[src/alc_pkg.sv]
package alc_pkg;

   // ----------------------------------------------------------------
   // apb register map (byte addresses)
   // ----------------------------------------------------------------
   localparam int ADDR_W = 8;
   localparam logic [7:0] OFS_CTRL = 8'h00;
   localparam logic [7:0] OFS_SET_A = 8'h04;
   localparam logic [7:0] OFS_SET_B = 8'h08;
   localparam logic [7:0] OFS_MAN_A = 8'h0c;
   localparam logic [7:0] OFS_MAN_B = 8'h10;
   localparam logic [7:0] OFS_STAT = 8'h14;

   // control register bit positions
   localparam int CTRL_EN_A = 0;
   localparam int CTRL_EN_B = 1;
   localparam int CTRL_LINK = 2;
   localparam int CTRL_FAST = 3;
   localparam int CTRL_BIAS_A = 4;
   localparam int CTRL_BIAS_B = 5;
   localparam int CTRL_PWR_AL = 8;
   localparam int CTRL_PWR_AR = 9;
   localparam int CTRL_PWR_BL = 10;
   localparam int CTRL_PWR_BR = 11;
   localparam int CTRL_W = 12;
   localparam logic [CTRL_W-1:0] CTRL_RST = 12'h000;

   // ----------------------------------------------------------------
   // per-pair settings, held in bits [21:0] of a settings register
   // ----------------------------------------------------------------
   typedef struct packed {
      logic [7:0] ref_lvl;
      logic [1:0] fast_recovery_speed;
      logic [1:0] recovery_step_sel;
      logic [2:0] recovery_wait_sel;
      logic [1:0] zero_cross_timeout_sel;
      logic [1:0] atten_step_sel;
      logic zero_cross_disable;
      logic [1:0] limit_threshold_sel;
   } alc_set_t;
   localparam int SET_W = 22;
   localparam logic [SET_W-1:0] SET_RST = 22'h384000;

   // one volume code per channel of a pair
   typedef struct packed {
      logic [7:0] right_volume;
      logic [7:0] left_volume;
   } alc_vol_t;
   localparam logic [15:0] MAN_RST = 16'h9191;

   // four converted samples: 0 a-left, 1 a-right, 2 b-left, 3 b-right
   typedef struct packed {
      logic [3:0][15:0] ch;
   } alc_samples_t;

   // ----------------------------------------------------------------
   // volume codes, levels and timing in sample periods
   // ----------------------------------------------------------------
   localparam logic [7:0] VOL_MAX = 8'hf1;
   localparam logic [7:0] VOL_MUTE = 8'h00;
   localparam logic [15:0] LVL_FULL = 16'h7fff;
   localparam logic [15:0] LVL_M2P5 = 16'h5fff;
   localparam logic [15:0] LVL_M4P1 = 16'h4fd5;
   localparam logic [15:0] LVL_M6P0 = 16'h4027;
   localparam logic [15:0] LVL_M8P5 = 16'h301b;
   localparam logic [15:0] LVL_M12 = 16'h2027;
   localparam logic [10:0] ZC_BASE_FS = 11'h080;
   localparam logic [14:0] WAIT_BASE_FS = 15'h0080;
   localparam logic [15:0] IMPULSE_MAX_FS = 16'h0008;

   typedef enum logic [3:0] {
      ST_MANUAL = 4'b0001,
      ST_LIMIT = 4'b0010,
      ST_WAIT = 4'b0100,
      ST_RECOVER = 4'b1000
   } alc_state_t;

endpackage

[src/alc_level_ctrl.sv]
// Functional notes
// - pair a enable runs level control on both pair a channels; pair b alike.
// - while running, a pair's left and right volumes are always identical.
// - link-all at 0: per-pair manual or 2-channel; at 1 all four share one volume.
// - in 4-channel mode all settings come from pair a; pair b settings ignored.
// - 2-channel mode: either channel at detection level attenuates both pair volumes.
// - 4-channel mode: any of four channels at detection attenuates shared volume.
// - threshold code picks -2.5/-4.1/-6.0/-8.5 dBFS; band down to next, -12 lowest.
// - zero-cross enabled: limiter steps at a zero crossing or on timeout.
// - attenuation step 1/2/4/8 steps; forced to 1 with zero-cross disabled.
// - zero-cross disabled: limiter updates within one sample period.
// - fast limiter: full-scale sample drops volume one step within one sample.
// - timeout code sets 128/256/512/1024 sample periods for limit and recovery.
// - keep attenuating while at or above detection; restart later unless manual.
// - wait 128..16384 sample periods after limiting, only while below band.
// - recovery raises both volumes 1..4 steps, never beyond the reference level.
// - one increment per waiting period, or per timeout when that is longer.
// - reference code f1 is +36 dB down to 01, 00 mute; default e1.
// - output inside reset band restarts waiting timer; below it the timer runs.
// - after an impulse recovery runs 4, 8 or 16 times faster; code 11 unused.
// - mic bias enable at 1 drives its bias output; at 0 it floats.
`timescale 1ns/1ps
`default_nettype none

module alc_level_ctrl
(
   input wire logic sys_clk_i,
   input wire logic reset_i,
   input wire logic psel_i,
   input wire logic penable_i,
   input wire logic pwrite_i,
   input wire logic [alc_pkg::ADDR_W-1:0] paddr_i,
   input wire logic [31:0] pwdata_i,
   output logic [31:0] prdata_o,
   output logic pready_o,
   output logic pslverr_o,
   input wire logic sample_valid_i,
   input wire alc_pkg::alc_samples_t samples_i,
   output alc_pkg::alc_vol_t vol_a_o,
   output alc_pkg::alc_vol_t vol_b_o,
   output logic mic_bias_out_a_o,
   output logic mic_bias_out_a_oe_o,
   output logic mic_bias_out_b_o,
   output logic mic_bias_out_b_oe_o
);

   // ----------------------------------------------------------------
   // helpers
   // ----------------------------------------------------------------
   function automatic logic [15:0] mag(input logic [15:0] s);
      mag = s[15] ? 16'(~s + 16'h0001) : s;
   endfunction

   function automatic logic [15:0] thr_of(input logic [1:0] sel);
      case (sel)
         2'h0: thr_of = alc_pkg::LVL_M2P5;
         2'h1: thr_of = alc_pkg::LVL_M4P1;
         2'h2: thr_of = alc_pkg::LVL_M6P0;
         default: thr_of = alc_pkg::LVL_M8P5;
      endcase
   endfunction

   // lower edge of the band that keeps the waiting timer in reset
   function automatic logic [15:0] band_of(input logic [1:0] sel);
      case (sel)
         2'h0: band_of = alc_pkg::LVL_M4P1;
         2'h1: band_of = alc_pkg::LVL_M6P0;
         2'h2: band_of = alc_pkg::LVL_M8P5;
         default: band_of = alc_pkg::LVL_M12;
      endcase
   endfunction

   function automatic logic [7:0] dec_vol(input logic [7:0] v, input logic [7:0] n);
      dec_vol = (v > n) ? 8'(v - n) : alc_pkg::VOL_MUTE;
   endfunction

   // saturates at the reference; a volume already above it is left alone
   function automatic logic [7:0] inc_vol(input logic [7:0] v, input logic [7:0] n, input logic [7:0] r);
      logic [8:0] sum;
      sum = {1'b0, v} + {1'b0, n};
      if (v >= r)
         inc_vol = v;
      else if (sum > {1'b0, r})
         inc_vol = r;
      else
         inc_vol = sum[7:0];
   endfunction

   function automatic logic [14:0] wait_len(input logic [2:0] sel, input logic imp, input logic [1:0] spd);
      logic [14:0] base;
      base = alc_pkg::WAIT_BASE_FS << sel;
      if (!imp || spd == 2'h3)
         wait_len = base;
      else
         // widened so that code 10 shifts by four instead of wrapping to zero
         wait_len = base >> (3'(spd) + 3'h2);
   endfunction

   // ----------------------------------------------------------------
   // registers and state
   // ----------------------------------------------------------------
   logic [alc_pkg::CTRL_W-1:0] ctrl_reg;
   alc_pkg::alc_set_t set_reg [2];
   alc_pkg::alc_vol_t man_reg [2];
   logic [31:0] prdata_reg;
   logic pready_reg;
   logic pslverr_reg;
   alc_pkg::alc_vol_t vol_a_reg;
   alc_pkg::alc_vol_t vol_b_reg;
   logic [1:0] bias_reg;
   logic [3:0] sign_reg;
   alc_pkg::alc_state_t state_reg [2];
   logic [7:0] vol_reg [2];
   logic [10:0] zc_cnt_reg [2];
   logic [14:0] wait_cnt_reg [2];
   logic [15:0] lim_len_reg [2];
   logic [1:0] impulse_reg;
   logic link;
   logic access;
   logic hit;
   logic [31:0] rd_mux;
   alc_pkg::alc_set_t set_eff [2];
   logic [1:0] run;
   logic [1:0] over_g;
   logic [1:0] clip_g;
   logic [1:0] band_g;
   logic [1:0] zc_g;
   logic [1:0] zc_hit;
   logic [1:0] fast_hit;
   logic [7:0] att_n [2];

   assign link = ctrl_reg[alc_pkg::CTRL_LINK];
   assign access = psel_i && penable_i;

   // ----------------------------------------------------------------
   // apb slave: one wait state, so read data comes from a flop
   // ----------------------------------------------------------------
   always_comb
   begin
      hit = 1'b1;
      rd_mux = 32'h0000_0000;
      case (paddr_i)
         alc_pkg::OFS_CTRL: rd_mux = 32'(ctrl_reg);
         alc_pkg::OFS_SET_A: rd_mux = 32'(set_reg[0]);
         alc_pkg::OFS_SET_B: rd_mux = 32'(set_reg[1]);
         alc_pkg::OFS_MAN_A: rd_mux = 32'(man_reg[0]);
         alc_pkg::OFS_MAN_B: rd_mux = 32'(man_reg[1]);
         alc_pkg::OFS_STAT: rd_mux = {8'h00, state_reg[1], state_reg[0], vol_reg[1], vol_reg[0]};
         default: hit = 1'b0;
      endcase
   end

   always_ff @(posedge sys_clk_i)
   begin
      if (reset_i)
      begin
         pready_reg <= 1'b0;
         pslverr_reg <= 1'b0;
         prdata_reg <= 32'h0000_0000;
      end
      else
      begin
         pready_reg <= access && !pready_reg;
         pslverr_reg <= access && !pready_reg && !hit;
         prdata_reg <= (access && !pready_reg && !pwrite_i && hit) ? rd_mux : 32'h0000_0000;
      end
   end

   // register writes land on the edge that completes the access
   always_ff @(posedge sys_clk_i)
   begin
      if (reset_i)
      begin
         ctrl_reg <= alc_pkg::CTRL_RST;
         set_reg[0] <= alc_pkg::SET_RST; // reference defaults to e1
         set_reg[1] <= alc_pkg::SET_RST;
         man_reg[0] <= alc_pkg::MAN_RST;
         man_reg[1] <= alc_pkg::MAN_RST;
      end
      else if (access && pready_reg && pwrite_i)
      begin
         case (paddr_i)
            alc_pkg::OFS_CTRL: ctrl_reg <= pwdata_i[alc_pkg::CTRL_W-1:0];
            alc_pkg::OFS_SET_A: set_reg[0] <= pwdata_i[alc_pkg::SET_W-1:0];
            alc_pkg::OFS_SET_B: set_reg[1] <= pwdata_i[alc_pkg::SET_W-1:0];
            alc_pkg::OFS_MAN_A: man_reg[0] <= pwdata_i[15:0];
            alc_pkg::OFS_MAN_B: man_reg[1] <= pwdata_i[15:0];
            default: ;
         endcase
      end
   end

   // ----------------------------------------------------------------
   // level detection per control group
   // ----------------------------------------------------------------
   // in link mode group 0 watches all four channels and group 1 idles;
   // software is trusted not to flip link or power one pair alone
   always_comb
   begin
      for (int p = 0; p < 2; p++)
      begin
         set_eff[p] = (link || p == 0) ? set_reg[0] : set_reg[1];
         over_g[p] = 1'b0;
         clip_g[p] = 1'b0;
         band_g[p] = 1'b0;
         zc_g[p] = 1'b0;
         for (int c = 0; c < 4; c++)
         begin
            if (link ? (p == 0) : (c / 2 == p))
            begin
               over_g[p] = over_g[p] || (mag(samples_i.ch[c]) >= thr_of(set_eff[p].limit_threshold_sel));
               clip_g[p] = clip_g[p] || (mag(samples_i.ch[c]) >= alc_pkg::LVL_FULL);
               band_g[p] = band_g[p] || (mag(samples_i.ch[c]) >= band_of(set_eff[p].limit_threshold_sel));
               zc_g[p] = zc_g[p] || (sign_reg[c] != samples_i.ch[c][15]);
            end
         end
         band_g[p] = band_g[p] && !over_g[p];
         run[p] = (link ? (p == 0) : ctrl_reg[alc_pkg::CTRL_EN_A + p])
            && (link ? (ctrl_reg[alc_pkg::CTRL_PWR_BR:alc_pkg::CTRL_PWR_AL] != 4'h0)
               : (ctrl_reg[alc_pkg::CTRL_PWR_AL + 2 * p] || ctrl_reg[alc_pkg::CTRL_PWR_AR + 2 * p]));
         // a step is due at a crossing or when the timeout runs out
         zc_hit[p] = zc_g[p] || (zc_cnt_reg[p] >= 11'((alc_pkg::ZC_BASE_FS << set_eff[p].zero_cross_timeout_sel) - 11'h001));
         fast_hit[p] = ctrl_reg[alc_pkg::CTRL_FAST] && clip_g[p];
         att_n[p] = set_eff[p].zero_cross_disable ? 8'h01 : (8'h01 << set_eff[p].atten_step_sel);
      end
   end

   always_ff @(posedge sys_clk_i)
   begin
      if (reset_i)
         sign_reg <= 4'h0;
      else if (sample_valid_i)
         for (int c = 0; c < 4; c++)
            sign_reg[c] <= samples_i.ch[c][15];
   end

   // ----------------------------------------------------------------
   // limiter / recovery engine, one per group, stepped once per sample
   // ----------------------------------------------------------------
   always_ff @(posedge sys_clk_i)
   begin
      for (int p = 0; p < 2; p++)
      begin
         if (reset_i || !run[p])
         begin
            // the left manual code is the start value when control begins
            state_reg[p] <= alc_pkg::ST_MANUAL;
            vol_reg[p] <= man_reg[p].left_volume;
            zc_cnt_reg[p] <= 11'h000;
            wait_cnt_reg[p] <= 15'h0000;
            lim_len_reg[p] <= 16'h0000;
            impulse_reg[p] <= 1'b0;
         end
         else if (sample_valid_i)
         begin
            zc_cnt_reg[p] <= zc_hit[p] ? 11'h000 : 11'(zc_cnt_reg[p] + 11'h001);
            if (fast_hit[p] || over_g[p])
            begin
               // keep cutting until the level falls below the threshold
               state_reg[p] <= alc_pkg::ST_LIMIT;
               wait_cnt_reg[p] <= 15'h0000;
               if (lim_len_reg[p] != 16'hffff)
                  lim_len_reg[p] <= 16'(lim_len_reg[p] + 16'h0001);
               if (fast_hit[p] || set_eff[p].zero_cross_disable)
                  vol_reg[p] <= dec_vol(vol_reg[p], 8'h01);
               else if (zc_hit[p])
                  vol_reg[p] <= dec_vol(vol_reg[p], att_n[p]);
            end
            else
            begin
               case (state_reg[p])
                  alc_pkg::ST_MANUAL:
                  begin
                     state_reg[p] <= alc_pkg::ST_WAIT;
                  end
                  alc_pkg::ST_LIMIT:
                  begin
                     // a short burst of limiting counts as impulse noise
                     state_reg[p] <= alc_pkg::ST_WAIT;
                     impulse_reg[p] <= (lim_len_reg[p] <= alc_pkg::IMPULSE_MAX_FS);
                     lim_len_reg[p] <= 16'h0000;
                  end
                  alc_pkg::ST_WAIT:
                  begin
                     if (band_g[p])
                        wait_cnt_reg[p] <= 15'h0000;
                     else if (wait_cnt_reg[p] >= 15'(wait_len(set_eff[p].recovery_wait_sel, impulse_reg[p],
                        set_eff[p].fast_recovery_speed) - 15'h0001))
                        state_reg[p] <= alc_pkg::ST_RECOVER;
                     else
                        wait_cnt_reg[p] <= 15'(wait_cnt_reg[p] + 15'h0001);
                  end
                  alc_pkg::ST_RECOVER:
                  begin
                     // the timeout counter ran through the wait, so a long
                     // timeout paces the increments instead of the wait
                     if (band_g[p])
                     begin
                        state_reg[p] <= alc_pkg::ST_WAIT;
                        wait_cnt_reg[p] <= 15'h0000;
                     end
                     else if (zc_hit[p])
                     begin
                        vol_reg[p] <= inc_vol(vol_reg[p], 8'(set_eff[p].recovery_step_sel) + 8'h01,
                           set_eff[p].ref_lvl);
                        state_reg[p] <= alc_pkg::ST_WAIT;
                        wait_cnt_reg[p] <= 15'h0000;
                        if (vol_reg[p] >= set_eff[p].ref_lvl)
                           impulse_reg[p] <= 1'b0;
                     end
                  end
                  default:
                  begin
                     state_reg[p] <= alc_pkg::ST_MANUAL;
                  end
               endcase
            end
         end
      end
   end

   // ----------------------------------------------------------------
   // channel volumes and bias pins
   // ----------------------------------------------------------------
   // one shared code per running pair keeps left and right in step
   always_ff @(posedge sys_clk_i)
   begin
      if (reset_i)
      begin
         vol_a_reg <= alc_pkg::MAN_RST;
         vol_b_reg <= alc_pkg::MAN_RST;
      end
      else
      begin
         vol_a_reg <= run[0] ? {vol_reg[0], vol_reg[0]} : man_reg[0];
         if (link && run[0])
            vol_b_reg <= {vol_reg[0], vol_reg[0]};
         else
            vol_b_reg <= run[1] ? {vol_reg[1], vol_reg[1]} : man_reg[1];
      end
   end

   // bias pins float unless enabled
   always_ff @(posedge sys_clk_i)
   begin
      if (reset_i)
         bias_reg <= 2'h0;
      else
         bias_reg <= {ctrl_reg[alc_pkg::CTRL_BIAS_B], ctrl_reg[alc_pkg::CTRL_BIAS_A]};
   end

   assign prdata_o = prdata_reg;
   assign pready_o = pready_reg;
   assign pslverr_o = pslverr_reg;
   assign vol_a_o = vol_a_reg;
   assign vol_b_o = vol_b_reg;
   assign mic_bias_out_a_o = bias_reg[0];
   assign mic_bias_out_a_oe_o = bias_reg[0];
   assign mic_bias_out_b_o = bias_reg[1];
   assign mic_bias_out_b_oe_o = bias_reg[1];
endmodule

`default_nettype wire

[config.mk]
export PLATFORM = sky130hd
export DESIGN_NAME = alc_level_ctrl
export DESIGN_NICKNAME = d
export VERILOG_FILES = /design/src/alc_pkg.sv /design/src/alc_level_ctrl.sv
export SDC_FILE = /design/constraint.sdc
export NUM_CORES = 1
export LEC_CHECK = 0
export ABC_CLOCK_PERIOD_IN_PS = 7400
export BUFFER_PORTS_ARGS = -buffer_cell sky130_fd_sc_hd__buf_2
export CAP_MARGIN = 20
export CORE_MARGIN = 1.5
export CORE_UTILIZATION = 55
export DETAILED_ROUTE_END_ITERATION = 8
export PLACE_DENSITY = 0.74
export SLEW_MARGIN = 20
export SYNTH_ARGS = -nofsm -noshare
export SYNTH_HDL_FRONTEND = slang
export SYNTH_SLANG_ARGS = --single-unit
[constraint.sdc]
create_clock -name sys_clk_i -period 7.4 [get_ports sys_clk_i]
set_clock_uncertainty 0.15 [all_clocks]
set_input_delay 1.48 -clock sys_clk_i [delete_from_list [all_inputs] [get_ports sys_clk_i]]
set_output_delay 1.48 -clock sys_clk_i [all_outputs]
set_load 0.01 [all_outputs]
==> impl_metrics.tcl <==
set metrics [dict create \
    drt_iter0_drc 2093 \
    clock-sinks 262 \
    antenna_found_initial 1 \
    status "finished, final reports clean" \
    worstSetupPathType "input port to flop" \
    synth_enable_flop_cells 184 \
    end_kind "flop" \
    async_flop_share_pct 0 \
    crit_slowest_cell "a31oi_1" \
    synth_seq_cells 262 \
    cellPowerDensity_mw_per_mm2 151 \
    num_vias 19500 \
    yosys_warnings 0 \
    grt_remaining_overflow 0 \
    largest_register_ffs 44 \
    rsz0062_at_grt "false" \
    grt_pass1_vias 18500 \
    synth_top_family_by_area "simple AND/OR/NAND/NOR gates" \
    hold_viol 0 \
    most-common-layout-cells "271 x ha_1, 244 x nand2_1, 219 x nor2_1" \
    drc 0 \
    crit_family "simple AND/OR/NAND/NOR gates" \
    hp-class "flop to flop" \
    setup_tns_ns 0 \
    yosys.area_share.simple_pct 20.7 \
    synthMuxAreaShare_pct 3.24 \
    grt.total_usage_pct 30.1 \
    synth-seq-area-share_pct 32.3 \
    fmax_mhz 149 \
    fp.coreArea_mm2 0.0390 \
    dieArea_mm2 0.0411 \
    syn_area_mm2 0.0219 \
    hold_depth 2 \
    place.gp.congestion 0.943 \
    ir_drop_uv 230 \
    clk_pin_slew_ns 0.06 \
    hpwlAfterDp_um 47800 \
    antenna-diode-count 0 \
    crit_chain "buf_2 > or4_4 > or4_4 > o41ai_1 > xnor2_1 > ha_1 > a21o_1 > a211o_1 > a211oi_1 > nand4_1 > nor4_4 > nand2_1 > or3_1 > or4_4 > a31oi_1" \
    avgRoutedWirePerCell_um 20.1 \
    slew_headroom_pct 23.0 \
    worst_pin_slew_ns 1.15 \
    fin_crit_ns 6.70 \
    die_h_um 203 \
    drv_slew 0 \
    drt_pre_antenna_iters 6 \
    tritoncts "yes" \
    required_ns 7.44 \
    cts_buffer_depth 3 \
    syn_area_per_cell_um2 8.93 \
    post-route-period-util_pct 90.5 \
    yosys.area_share.adder_pct 15.8 \
    cts_hold_buf 0 \
    rows 72 \
    ctsResizeCount 0 \
    via_per_inst 6.27 \
    startpoint_type "input port" \
    drive_gt1_share_pct 12.1 \
    grt_pass1_wl_um 99300 \
    portBuffers 161 \
    root_buffer "clkbuf_16" \
    cp_num_buf_inv 1 \
    synthCells 2455 \
    r2r_cells 14 \
    ant_nets 0 \
    htreeDepth 1 \
    cts_buffers 27 \
    path_depth 15 \
    grt_max_degree 51 \
    synth_ff_type "edfxtp_1" \
    initial_core_util_pct 56.2 \
    insertion_delay_ns 0.58 \
    area_growth_pct 10.2 \
    cap_violations 0 \
    synth_compound_area_share_pct 17.3 \
    power.leakage_nw 9.90 \
    postCtsSetupRepairBufs 0 \
    postRouteWirelength_um 62600 \
    fin_nets 2961 \
    die_w_um 203 \
    fin_util_pct 62.0 \
    synth_xor_area_share_pct 6.63 \
    cp_common_cell "or4_4" \
    worstPathArrival_ns 6.74 \
    critPathMaxStageDelay_ns 0.74 \
    io-pin-count 180 \
    crit_path_max_fanout 8 \
    yosysUniqueCellTypes 89 \
    final_common_cell "ha_1" \
    setup_viol 0 \
]
==> synthesized netlist by cell type (all sizes together) (17+ instances only) <==
cell type  number  area share [%]
ha            271              15
nand2         244             4.2
nor2          219             3.7
edfxtp        184              25
a21oi         165             3.8
inv            97             1.7
o21ai          97             2.3
nand3          94             2.1
xnor2          87             3.5
clkbuf         86             1.5
xor2           79             3.2
dfxtp          78             7.1
nor3           59             1.4
a21o           56             1.9
mux2i          54             2.5
nand2b         40             1.1
and2           36             1.0
nand4          32            0.91
nor2b          30            0.86
buf            29            0.80
nor4           25            0.85
a22oi          24            0.82
and3           24            0.68
or4            23            0.94
o41ai          20            0.80
a22o           18            0.72
o31ai          18            0.62
a31oi          17            0.48
==> worst reg2reg max path, delay by kind of cell (launching register included) <==
kind | cells | cell delay (ns)
adders and majority gates | 2 | 0.90
AOI/OAI and AO/OA | 4 | 1.17
and+or+nand+nor | 6 | 1.92
buffers and inverters | 2 | 0.63
DFF | 1 | 0.57
==> power by group <==
group	switching, mW	internal, mW	leakage (nW)
Sequential	0.0284	1.57	2.65
Combinational	0.379	0.252	6.79
Clock	0.613	0.800	0.461
==> metrics by stage <==
stage               total power, mW  hold slack, ns  setup WS (ns)  instance area, um2  std cells
floorplan                      2.06           0.286          0.399               22000       2465
global placement               2.22           0.292          0.335               23200       3065
detailed placement             2.25           0.296          0.219               23200       3065
CTS                            3.65           0.305          0.797               24200       3115
global route                   3.79           0.323          0.449               24200       3115
finish                         3.65           0.309          0.701               24200       3115
==> cell families (layout without fill, tap and decap cells) <==
group,after synthesis,after routing
flip-flops,262,262
XOR/XNOR,166,166
adder cells (fa/ha/maj),275,275
other,2,12
AO/OA/AOI/OAI,565,565
multiplexers,68,68
buffers and inverters,214,346
AND/OR/NAND/NOR,903,903
==> final timing paths <==
check	startpoint	endpoint	slack [ns]
worst min register to register	ctrl_reg[6]$_SDFFE_PP0P_	ctrl_reg[6]$_SDFFE_PP0P_	0.31
worst max-delay path	samples_i[3]	vol_reg[0][6]$_DFFE_PP_	0.70
worst min-delay path	ctrl_reg[6]$_SDFFE_PP0P_	ctrl_reg[6]$_SDFFE_PP0P_	0.31
worst max register to register	set_reg[0][1]$_DFFE_PP_	vol_reg[0][6]$_DFFE_PP_	1.68
==> per-layer routing <==
metal,GRT usage (%),share of wire [%]
met1,41.6,43
met2,47.7,45
met3,4.03,8.4
met4,11.7,3.9
met5,0,0.019
==> area by class of cell <==
cell class                      instances  area, um2
Clock buffer                           37        830
Clock inverter                         13        108
Fill cell                            3269      14800
Inverter                               99        372
Multi-Input combinational cell       1989      14100
Sequential cell                       262       7090
Tap cell                              518        648
Timing Repair Buffer                  197       1080
(Power assumes the default switching activity.)
